===== config.mk =====
export PLATFORM = sky130hd
export DESIGN_NAME = timer16_core
export DESIGN_NICKNAME = d
export VERILOG_FILES = /design/src/timer16_pkg.sv /design/src/timer_tick_gen.sv /design/src/timer16_core.sv
export VERILOG_INCLUDE_DIRS = /design/src /design/src/src
export SDC_FILE = /design/constraint.sdc
export NUM_CORES = 1
export LEC_CHECK = 0
export CAP_MARGIN = 40
export CORE_AREA = 2 2 142 144
export CTS_CLUSTER_SIZE = 8
export DETAILED_ROUTE_END_ITERATION = 10
export DIE_AREA = 0 0 144 146
export DONT_BUFFER_PORTS = 1
export PLACE_DENSITY = 0.74
export SLEW_MARGIN = 20
export SYNTH_ARGS = -nofsm -noshare
export SYNTH_HDL_FRONTEND = slang
export SYNTH_SLANG_ARGS = --single-unit

===== constraint.sdc =====
create_clock -name mclk -period 2.9 [get_ports mclk]
set_input_delay 0.58 -clock mclk [delete_from_list [all_inputs] [get_ports mclk]]
set_output_delay 0.58 -clock mclk [all_outputs]
set_load 0.03 [all_outputs]

===== src/timer16_defs.svh =====
`ifndef TIMER16_DEFS_SVH
`define TIMER16_DEFS_SVH

`define IO_ADDR_W 4
`define IO_DATA_W 8

// I/O locations
`define A_CTRL_A 4'h0
`define A_CTRL_B 4'h1
`define A_CTRL_C 4'h2
`define A_CNT_L 4'h3
`define A_CNT_H 4'h4
`define A_CMPA_L 4'h5
`define A_CMPA_H 4'h6
`define A_CMPB_L 4'h7
`define A_CMPB_H 4'h8
`define A_CMPC_L 4'h9
`define A_CMPC_H 4'ha
`define A_CAP_L 4'hb
`define A_CAP_H 4'hc
`define A_FLAGS 4'hd

// Fields
`define WM_LO_MSB 1
`define WM_LO_LSB 0
`define WM_HI_MSB 4
`define WM_HI_LSB 3
`define CS_MSB 2
`define CS_LSB 0
`define FOC_A_BIT 7
`define FOC_B_BIT 6
`define FOC_C_BIT 5
`define OVF_BIT 0

`define REG8_RESET 8'h00
`define REG16_RESET 16'h0000

// Counter landmarks
`define CNT_BOTTOM 16'h0000
`define CNT_MAX 16'hffff
`define CNT_ONE 16'h0001
`define TOP_8BIT 16'h00ff
`define TOP_9BIT 16'h01ff
`define TOP_10BIT 16'h03ff

// Clock select codes
`define CS_STOP 3'h0
`define CS_DIV1 3'h1
`define CS_DIV_B 3'h2
`define CS_DIV_C 3'h3
`define CS_DIV_D 3'h4
`define CS_DIV_E 3'h5
`define CS_EXT_FALL 3'h6
`define CS_EXT_RISE 3'h7

// Wave modes
`define WM_NORMAL 4'h0
`define WM_PC8 4'h1
`define WM_PC9 4'h2
`define WM_PC10 4'h3
`define WM_CTC_A 4'h4
`define WM_FAST8 4'h5
`define WM_FAST9 4'h6
`define WM_FAST10 4'h7
`define WM_PFC_CAP 4'h8
`define WM_PFC_A 4'h9
`define WM_PC_CAP 4'ha
`define WM_PC_A 4'hb
`define WM_CTC_CAP 4'hc
`define WM_FAST_CAP 4'he
`define WM_FAST_A 4'hf

`endif


===== src/timer16_pkg.sv =====
`include "timer16_defs.svh"
package timer16_pkg;

  typedef struct packed {
    logic [`IO_ADDR_W-1:0] addr;
    logic wr_en;
    logic rd_en;
    logic [`IO_DATA_W-1:0] wdata;
  } io_req_t;

  typedef struct packed {
    logic bottom;
    logic max;
    logic top;
  } count_status_t;

  typedef enum logic [2:0] {
    TOP_MAX, TOP_8, TOP_9, TOP_10, TOP_CMPA, TOP_CAP
  } top_src_t;

  typedef enum logic [2:0] {
    SEQ_NORMAL, SEQ_CTC, SEQ_FAST, SEQ_PHASE, SEQ_PFC
  } seq_t;

  typedef struct packed {
    top_src_t top_src;
    seq_t seq;
    logic pwm;
  } mode_info_t;

  typedef enum logic {DIR_UP, DIR_DOWN} dir_t;

endpackage : timer16_pkg


===== src/timer_tick_gen.sv =====
`timescale 1ns/1ps
`default_nettype none
`include "timer16_defs.svh"
module timer_tick_gen #(
  parameter int DIV_B = 8,
  parameter int DIV_C = 64,
  parameter int DIV_D = 256,
  parameter int DIV_E = 1024,
  parameter int PRE_W = 10
) (
  input wire logic mclk,
  input wire logic reset_n,
  input wire logic [2:0] clock_select_field,
  input wire logic ext_clock_pin,
  output logic timer_tick
);

  logic [PRE_W-1:0] pre_reg;
  logic [2:0] ext_sync_reg;
  logic pin_level_reg;
  logic pin_agree;
  logic ext_rise;
  logic ext_fall;

  function automatic logic div_hit(input logic [PRE_W-1:0] cnt,
                                   input int div);
    logic [PRE_W-1:0] mask;
    mask = PRE_W'(div - 1);
    div_hit = (cnt & mask) == '0;
  endfunction : div_hit

  always_ff @(posedge mclk or negedge reset_n) begin
    if (!reset_n) begin
      pre_reg <= '0;
    end else begin
      pre_reg <= pre_reg + PRE_W'(1);
    end
  end

  // Pin synchroniser; stage 0 feeds only stage 1
  always_ff @(posedge mclk or negedge reset_n) begin
    if (!reset_n) begin
      ext_sync_reg <= 3'h0;
    end else begin
      ext_sync_reg <= {ext_sync_reg[1:0], ext_clock_pin};
    end
  end

  assign pin_agree = ext_sync_reg[1] == ext_sync_reg[2];

  // Accepted pin level; a change counts once two late stages agree
  always_ff @(posedge mclk or negedge reset_n) begin
    if (!reset_n) begin
      pin_level_reg <= 1'b0;
    end else if (pin_agree) begin
      pin_level_reg <= ext_sync_reg[2];
    end
  end

  assign ext_rise = pin_agree && ext_sync_reg[2] && !pin_level_reg;
  assign ext_fall = pin_agree && !ext_sync_reg[2] && pin_level_reg;

  always_comb begin
    case (clock_select_field)
      `CS_STOP: timer_tick = 1'b0;
      `CS_DIV1: timer_tick = 1'b1;
      `CS_DIV_B: timer_tick = div_hit(pre_reg, DIV_B);
      `CS_DIV_C: timer_tick = div_hit(pre_reg, DIV_C);
      `CS_DIV_D: timer_tick = div_hit(pre_reg, DIV_D);
      `CS_DIV_E: timer_tick = div_hit(pre_reg, DIV_E);
      `CS_EXT_FALL: timer_tick = ext_fall;
      `CS_EXT_RISE: timer_tick = ext_rise;
      default: timer_tick = 1'b0;
    endcase
  end

endmodule : timer_tick_gen
`default_nettype wire


===== src/timer16_core.sv =====
`timescale 1ns/1ps
`default_nettype none
`include "timer16_defs.svh"
module timer16_core #(
  parameter int DIV_B = 8,
  parameter int DIV_C = 64,
  parameter int DIV_D = 256,
  parameter int DIV_E = 1024
) (
  input wire logic mclk,
  input wire logic reset_n,
  input wire timer16_pkg::io_req_t io_req,
  output logic [7:0] rd_data,
  input wire logic ext_clock_pin,
  input wire logic capture_event,
  output timer16_pkg::count_status_t count_status,
  output logic overflow_flag,
  output logic [2:0] compare_match,
  output logic [2:0] force_compare,
  output logic pwm_a_allowed
);
  import timer16_pkg::*;

  logic [7:0] ctrl_a_reg;
  logic [7:0] ctrl_b_reg;
  logic [7:0] temp_reg;
  logic [15:0] counter_value_reg;
  logic [15:0] capture_value_reg;
  logic [15:0] cmp_buf_reg [3];
  logic [15:0] cmp_act_reg [3];
  dir_t dir_reg;
  logic [3:0] wave_mode_field;
  mode_info_t mode;
  logic [15:0] top_value;
  logic timer_tick;
  logic at_top;
  logic at_bottom;
  logic cnt_wr;
  logic cap_wr;
  logic cap_ok;
  logic [2:0] cmp_lo_wr;
  logic [2:0] cmp_hi_rd;
  logic [2:0] cmp_lo_rd;
  logic hi_wr;
  logic ovf_event;
  logic buf_update;
  logic [15:0] wr_word;

  function automatic mode_info_t decode_mode(input logic [3:0] wm);
    case (wm)
      `WM_NORMAL: decode_mode = '{TOP_MAX, SEQ_NORMAL, 1'b0};
      `WM_PC8: decode_mode = '{TOP_8, SEQ_PHASE, 1'b1};
      `WM_PC9: decode_mode = '{TOP_9, SEQ_PHASE, 1'b1};
      `WM_PC10: decode_mode = '{TOP_10, SEQ_PHASE, 1'b1};
      `WM_CTC_A: decode_mode = '{TOP_CMPA, SEQ_CTC, 1'b0};
      `WM_FAST8: decode_mode = '{TOP_8, SEQ_FAST, 1'b1};
      `WM_FAST9: decode_mode = '{TOP_9, SEQ_FAST, 1'b1};
      `WM_FAST10: decode_mode = '{TOP_10, SEQ_FAST, 1'b1};
      `WM_PFC_CAP: decode_mode = '{TOP_CAP, SEQ_PFC, 1'b1};
      `WM_PFC_A: decode_mode = '{TOP_CMPA, SEQ_PFC, 1'b1};
      `WM_PC_CAP: decode_mode = '{TOP_CAP, SEQ_PHASE, 1'b1};
      `WM_PC_A: decode_mode = '{TOP_CMPA, SEQ_PHASE, 1'b1};
      `WM_CTC_CAP: decode_mode = '{TOP_CAP, SEQ_CTC, 1'b0};
      `WM_FAST_CAP: decode_mode = '{TOP_CAP, SEQ_FAST, 1'b1};
      `WM_FAST_A: decode_mode = '{TOP_CMPA, SEQ_FAST, 1'b1};
      default: decode_mode = '{TOP_MAX, SEQ_NORMAL, 1'b0};
    endcase
  endfunction : decode_mode

  timer_tick_gen #(
    .DIV_B(DIV_B),
    .DIV_C(DIV_C),
    .DIV_D(DIV_D),
    .DIV_E(DIV_E)
  ) u_tick (
    .mclk(mclk),
    .reset_n(reset_n),
    .clock_select_field(ctrl_b_reg[`CS_MSB:`CS_LSB]),
    .ext_clock_pin(ext_clock_pin),
    .timer_tick(timer_tick)
  );

  // Mode bit 3 and 2 live in control B, bits 1 and 0 in control A
  assign wave_mode_field = {ctrl_b_reg[`WM_HI_MSB:`WM_HI_LSB],
                            ctrl_a_reg[`WM_LO_MSB:`WM_LO_LSB]};
  assign mode = decode_mode(wave_mode_field);

  always_comb begin
    case (mode.top_src)
      TOP_8: top_value = `TOP_8BIT;
      TOP_9: top_value = `TOP_9BIT;
      TOP_10: top_value = `TOP_10BIT;
      TOP_CMPA: top_value = cmp_act_reg[0];
      TOP_CAP: top_value = capture_value_reg;
      default: top_value = `CNT_MAX;
    endcase
  end

  assign at_top = counter_value_reg == top_value;
  assign at_bottom = counter_value_reg == `CNT_BOTTOM;
  assign count_status = '{bottom: at_bottom,
                          max: counter_value_reg == `CNT_MAX,
                          top: at_top};
  assign pwm_a_allowed = !(mode.pwm && mode.top_src == TOP_CMPA);

  // Access decode
  assign wr_word = {temp_reg, io_req.wdata};
  assign cnt_wr = io_req.wr_en && io_req.addr == `A_CNT_L;
  assign cap_ok = mode.top_src == TOP_CAP;
  assign cap_wr = io_req.wr_en && io_req.addr == `A_CAP_L && cap_ok;
  assign hi_wr = io_req.wr_en && (io_req.addr == `A_CNT_H ||
                 io_req.addr == `A_CMPA_H || io_req.addr == `A_CMPB_H ||
                 io_req.addr == `A_CMPC_H || io_req.addr == `A_CAP_H);
  always_comb begin
    cmp_lo_wr = {io_req.addr == `A_CMPC_L, io_req.addr == `A_CMPB_L,
                 io_req.addr == `A_CMPA_L} & {3{io_req.wr_en}};
    cmp_lo_rd = {io_req.addr == `A_CMPC_L, io_req.addr == `A_CMPB_L,
                 io_req.addr == `A_CMPA_L} & {3{io_req.rd_en}};
    cmp_hi_rd = {io_req.addr == `A_CMPC_H, io_req.addr == `A_CMPB_H,
                 io_req.addr == `A_CMPA_H} & {3{io_req.rd_en}};
  end

  always_ff @(posedge mclk or negedge reset_n) begin
    if (!reset_n) begin
      ctrl_a_reg <= `REG8_RESET;
      ctrl_b_reg <= `REG8_RESET;
    end else if (io_req.wr_en) begin
      if (io_req.addr == `A_CTRL_A) ctrl_a_reg <= io_req.wdata;
      if (io_req.addr == `A_CTRL_B) ctrl_b_reg <= io_req.wdata;
    end
  end

  // Shared high-byte latch
  always_ff @(posedge mclk or negedge reset_n) begin
    if (!reset_n) begin
      temp_reg <= `REG8_RESET;
    end else if (hi_wr) begin
      temp_reg <= io_req.wdata;
    end else if (io_req.rd_en && io_req.addr == `A_CNT_L) begin
      temp_reg <= counter_value_reg[15:8];
    end else if (io_req.rd_en && io_req.addr == `A_CAP_L) begin
      temp_reg <= capture_value_reg[15:8];
    end
  end

  // Counting
  always_ff @(posedge mclk or negedge reset_n) begin
    if (!reset_n) begin
      counter_value_reg <= `REG16_RESET;
      dir_reg <= DIR_UP;
    end else if (cnt_wr) begin
      counter_value_reg <= wr_word;
    end else if (timer_tick) begin
      case (mode.seq)
        SEQ_CTC, SEQ_FAST: begin
          counter_value_reg <= at_top ? `CNT_BOTTOM
                               : counter_value_reg + `CNT_ONE;
        end
        SEQ_PHASE, SEQ_PFC: begin
          case (dir_reg)
            DIR_UP: begin
              if (at_top) begin
                dir_reg <= DIR_DOWN;
                counter_value_reg <= counter_value_reg - `CNT_ONE;
              end else begin
                counter_value_reg <= counter_value_reg + `CNT_ONE;
              end
            end
            DIR_DOWN: begin
              if (at_bottom) begin
                dir_reg <= DIR_UP;
                counter_value_reg <= counter_value_reg + `CNT_ONE;
              end else begin
                counter_value_reg <= counter_value_reg - `CNT_ONE;
              end
            end
            default: dir_reg <= DIR_UP;
          endcase
        end
        default: counter_value_reg <= counter_value_reg + `CNT_ONE;
      endcase
    end
  end

  always_comb begin
    case (mode.seq)
      SEQ_FAST: ovf_event = timer_tick && at_top;
      SEQ_PHASE, SEQ_PFC: ovf_event = timer_tick && at_bottom &&
                                      dir_reg == DIR_DOWN;
      default: ovf_event = timer_tick && count_status.max;
    endcase
  end

  // Set beats a same-cycle write-one clear
  always_ff @(posedge mclk or negedge reset_n) begin
    if (!reset_n) begin
      overflow_flag <= 1'b0;
    end else if (ovf_event && !cnt_wr) begin
      overflow_flag <= 1'b1;
    end else if (io_req.wr_en && io_req.addr == `A_FLAGS &&
                 io_req.wdata[`OVF_BIT]) begin
      overflow_flag <= 1'b0;
    end
  end

  always_ff @(posedge mclk or negedge reset_n) begin
    if (!reset_n) begin
      capture_value_reg <= `REG16_RESET;
    end else if (cap_wr) begin
      capture_value_reg <= wr_word;
    end else if (capture_event && !cap_ok) begin
      capture_value_reg <= counter_value_reg;
    end
  end

  // In PWM modes the active compare follows the buffer at the mode's update point; otherwise a write loads both at once
  always_comb begin
    case (mode.seq)
      SEQ_FAST: buf_update = timer_tick && at_top;
      SEQ_PHASE: buf_update = timer_tick && at_top && dir_reg == DIR_UP;
      SEQ_PFC: buf_update = timer_tick && at_bottom;
      default: buf_update = 1'b0;
    endcase
  end

  always_ff @(posedge mclk or negedge reset_n) begin
    if (!reset_n) begin
      for (int i = 0; i < 3; i++) begin
        cmp_buf_reg[i] <= `REG16_RESET;
        cmp_act_reg[i] <= `REG16_RESET;
      end
    end else begin
      for (int i = 0; i < 3; i++) begin
        if (cmp_lo_wr[i]) cmp_buf_reg[i] <= wr_word;
        if (!mode.pwm && cmp_lo_wr[i]) begin
          cmp_act_reg[i] <= wr_word;
        end else if (mode.pwm && buf_update) begin
          cmp_act_reg[i] <= cmp_buf_reg[i];
        end
      end
    end
  end

  always_ff @(posedge mclk or negedge reset_n) begin
    if (!reset_n) begin
      compare_match <= 3'h0;
      force_compare <= 3'h0;
    end else begin
      for (int i = 0; i < 3; i++) begin
        compare_match[i] <= timer_tick &&
                            counter_value_reg == cmp_act_reg[i];
      end
      force_compare <= (io_req.wr_en && io_req.addr == `A_CTRL_C &&
                        !mode.pwm) ? {io_req.wdata[`FOC_C_BIT],
                                      io_req.wdata[`FOC_B_BIT],
                                      io_req.wdata[`FOC_A_BIT]}
                                   : 3'h0;
    end
  end

  // Registered read port
  always_ff @(posedge mclk or negedge reset_n) begin
    if (!reset_n) begin
      rd_data <= `REG8_RESET;
    end else if (io_req.rd_en) begin
      case (io_req.addr)
        `A_CTRL_A: rd_data <= ctrl_a_reg;
        `A_CTRL_B: rd_data <= ctrl_b_reg;
        `A_CNT_L: rd_data <= counter_value_reg[7:0];
        `A_CNT_H, `A_CAP_H: rd_data <= temp_reg;
        `A_CMPA_L, `A_CMPB_L, `A_CMPC_L:
          rd_data <= cmp_buf_reg[cmp_lo_rd[2] ? 2 : cmp_lo_rd[1]][7:0];
        `A_CMPA_H, `A_CMPB_H, `A_CMPC_H:
          rd_data <= cmp_buf_reg[cmp_hi_rd[2] ? 2 : cmp_hi_rd[1]][15:8];
        `A_CAP_L: rd_data <= capture_value_reg[7:0];
        `A_FLAGS: rd_data <= {7'h00, overflow_flag};
        default: rd_data <= `REG8_RESET;
      endcase
    end
  end
endmodule : timer16_core
`default_nettype wire


==> qor.yml <==
io_buffers: 0
layout_common_cells: "dfrtp_1 (178), buf_4 (145), nand2_1 (109)"
diodes: 0
timing.critical_path.mode_cell: "buf_4"
cts-root-buf: "clkbuf_16"
worst_pin_slew_ns: 0.7537
fin_worst_skew_ns: 0.01311
routedWlPerCell_um: 26.42
layout_commonest_cell: "dfrtp_1"
finalHoldWorstSlack_ns: -0.1723
crit_type: "reg2out"
grt_max_degree: 183
cp-end-kind: "output pin"
clock_latency_ns: 0.44
violations: "negative hold slack, negative setup slack"
place_ws_ns: -0.2498
power_frac_comb_pct: 44.5
cp_cell_sequence: "or4b_4, buf_4, nor2_4, a21oi_2, a2111oi_2, nand3_1, nor4_4, buf_4"
firstDrtPassIters: 7
ys_seq_area_share_pct: 40.80
ys_ff_latch: 182
cp_max_fo: 7
rr_worst_depth: 12
ioPinCount: 37
irDropWorstVdd_uv: 592.8
fin_crit_sh_pct: 112.1
maxCapViolations: 0
grt-ovfl-total: 0
vias: 11220
fin_crit_ns: 3.252
design.core.area_mm2: 0.01933
synth_top_area_share_pct: 40.80
syn-instance-count: 1251
p_leak_nw: 5.857
fp.dieH_um: 146
synthTopCellsByArea: "dfrtp_1 (41%), mux2_2 (6.5%), o21ai_0 (4.3%)"
synth-edff-count: 0
worst_setup_path_start_kind: "register"
fmax_mhz: 307.5
drt_iter0_drc: 1639
rsz0062_at_grt: "yes"
max_slew_margin_pct: 49.52
antenna_found_initial: 0
wl_um: 42510
synth_cell_type_count: 84
htreeDepth: 4
cts_tree: "yes"
yosysTopAreaCell: "dfrtp_1"
hp-class: "in2async"
p_clk_share_pct: 19.6
ys_async_sr_fraction_pct: 100.0
syn_nets: 1276
final_util_pct: 70.02
switching_power_mw: 5.042
area_growth_pct: 21.29
fin_ws_ns: -0.3519
avgSynthCellArea_um2: 8.922
route.antenna.remaining_nets: 0
grt_pass1_wl_um: 63060
cp_slowest_cell: "or4b_4"
synth_warnings: 0
cts_buffer_depth: 2
gp_congestion: 1.043
r2r-end: "cmp_act_reg[3]"
hpwlAfterDp_um: 27700
ys.flop_type: "dfrtp_1"
netlist_area_mm2: 0.01116
cts.sinks: 182
critical-path-max-stage-delay_ns: 0.57
grt_usage_pct: 40.27
route.detailed.drc: 0
seqPwrFrac_pct: 35.9
hold_viol: 182
rr_startpoint: "ctrl_a_reg[0]"
dieArea_mm2: 0.02102
drive_gt1_share_pct: 26.04
rows: 51
vias_per_cell: 6.973
start_util_pct: 57.73
outcome: "complete, but fails checks"
required_ns: 2.32
slew_viol_final: 0
grt_pass1_vias: 10520
p_per_area_mw_per_mm2: 870.6
p_int_mw: 6.744
setup_viol: 66
critPathArrivalTime_ns: 2.67
final_nets: 1357
r2r_slack_ns: -0.34
path_clk_slew_ns: 0.08
die_w_um: 144
swShare_pct: 42.78
cts_buffers: 17
-- layer usage --
metal | routed length (µm) | part of all wire (%) | vias to the layer above | track usage (%)
met5 | 35 | 0.082 | - | 0
met4 | 3135 | 7.4 | 2 | 23.53
met3 | 5755 | 14 | 245 | 14.02
met2 | 18160 | 43 | 897 | 58.02
met1 | 15430 | 36 | 5342 | 52.34
li1 | - | - | 4734 | -
-- synthesized netlist by cell type, drive strengths merged, types with 19 or more instances --
cell,n
mux2,65
a22oi,37
inv,26
nand2,110
dfrtp,182
a31oi,52
a21oi,23
clkbuf,73
xor2,53
buf,39
o22ai,33
nand3,80
mux2i,29
xnor2,19
and3,20
nor2,105
o21ai,108
-- worst max-delay path: cells and delay by family, from the launching register on --
family,cells,cell delay [ns]
buffers and inverters,2,0.36
AND/OR/NAND/NOR,4,0.98
flip-flops,1,0.50
AO/OA/AOI/OAI,2,0.38
-- timing repair --
item                                    CTS  global route
endpoints found under the setup margin   67            69
buffers inserted                         14            21
gates cloned                              5             3
gates resized for setup                  79            55
endpoints found under the hold margin   182           182
pin swaps                                21            44
-- cell type report --
type / instances / area, µm²
Timing Repair Buffer: 174 / 1592
Fill cell: 1467 / 5797
Tap cell: 265 / 331.6
Inverter: 29 / 111.4
Multi-Input combinational cell: 928 / 6355
Clock buffer: 17 / 425.4
Sequential cell: 182 / 4559
Clock inverter: 14 / 163.9
-- worst max path at each step --
stage	endpoint	start	depth (start not counted)
global placement	cmp_act_reg[37]	ctrl_a_reg[0]	11
CTS	count_status[0]	ctrl_a_reg[0]	7
detailed placement	counter_value_reg[12]	ctrl_a_reg[0]	10
global route	count_status[0]	ctrl_a_reg[0]	9
finish	count_status[0]	ctrl_a_reg[0]	8
floorplan	counter_value_reg[8]	ctrl_b_reg[4]	12
-- logic make-up after synthesis --
group	count (synthesis)	share of synthesized area, %
xor gates and xnor gates	72	5.650
and+or+nand+nor	421	18.46
muxes	95	9.360
buffers and inverters	141	5.190
DFF	182	40.80
adders and majority gates	7	0.7846
AOI/OAI and AO/OA	333	19.75
-- power groups by stage --
| stage | clock network (mW) | logic, mW | registers (mW) |
|---|---|---|---|
| after detailed placement | 0 | 4.47 | 4.18 |
| after floorplan | 0 | 2.99 | 3.71 |
| after global routing | 2.44 | 5.52 | 4.26 |
| after global placement | 0 | 4.38 | 4.17 |
| after CTS | 2.31 | 4.72 | 4.14 |
| final | 2.31 | 5.25 | 4.23 |
-- through the flow --
stage	power (mW)	setup TNS, ns	instances	area (µm²)	hold slack, ns
finish	11.79	-17.31	1609	13540	-0.1723
global route	12.22	-24.93	1609	13540	-0.1895
CTS	11.18	-12.81	1584	13100	-0.1755
detailed placement	8.650	-9.355	1535	12110	0.2910
global placement	8.547	-7.305	1534	12100	0.2905
floorplan	6.703	-0.9271	1251	11170	0.2844
Power figures use the tool's default switching activity.
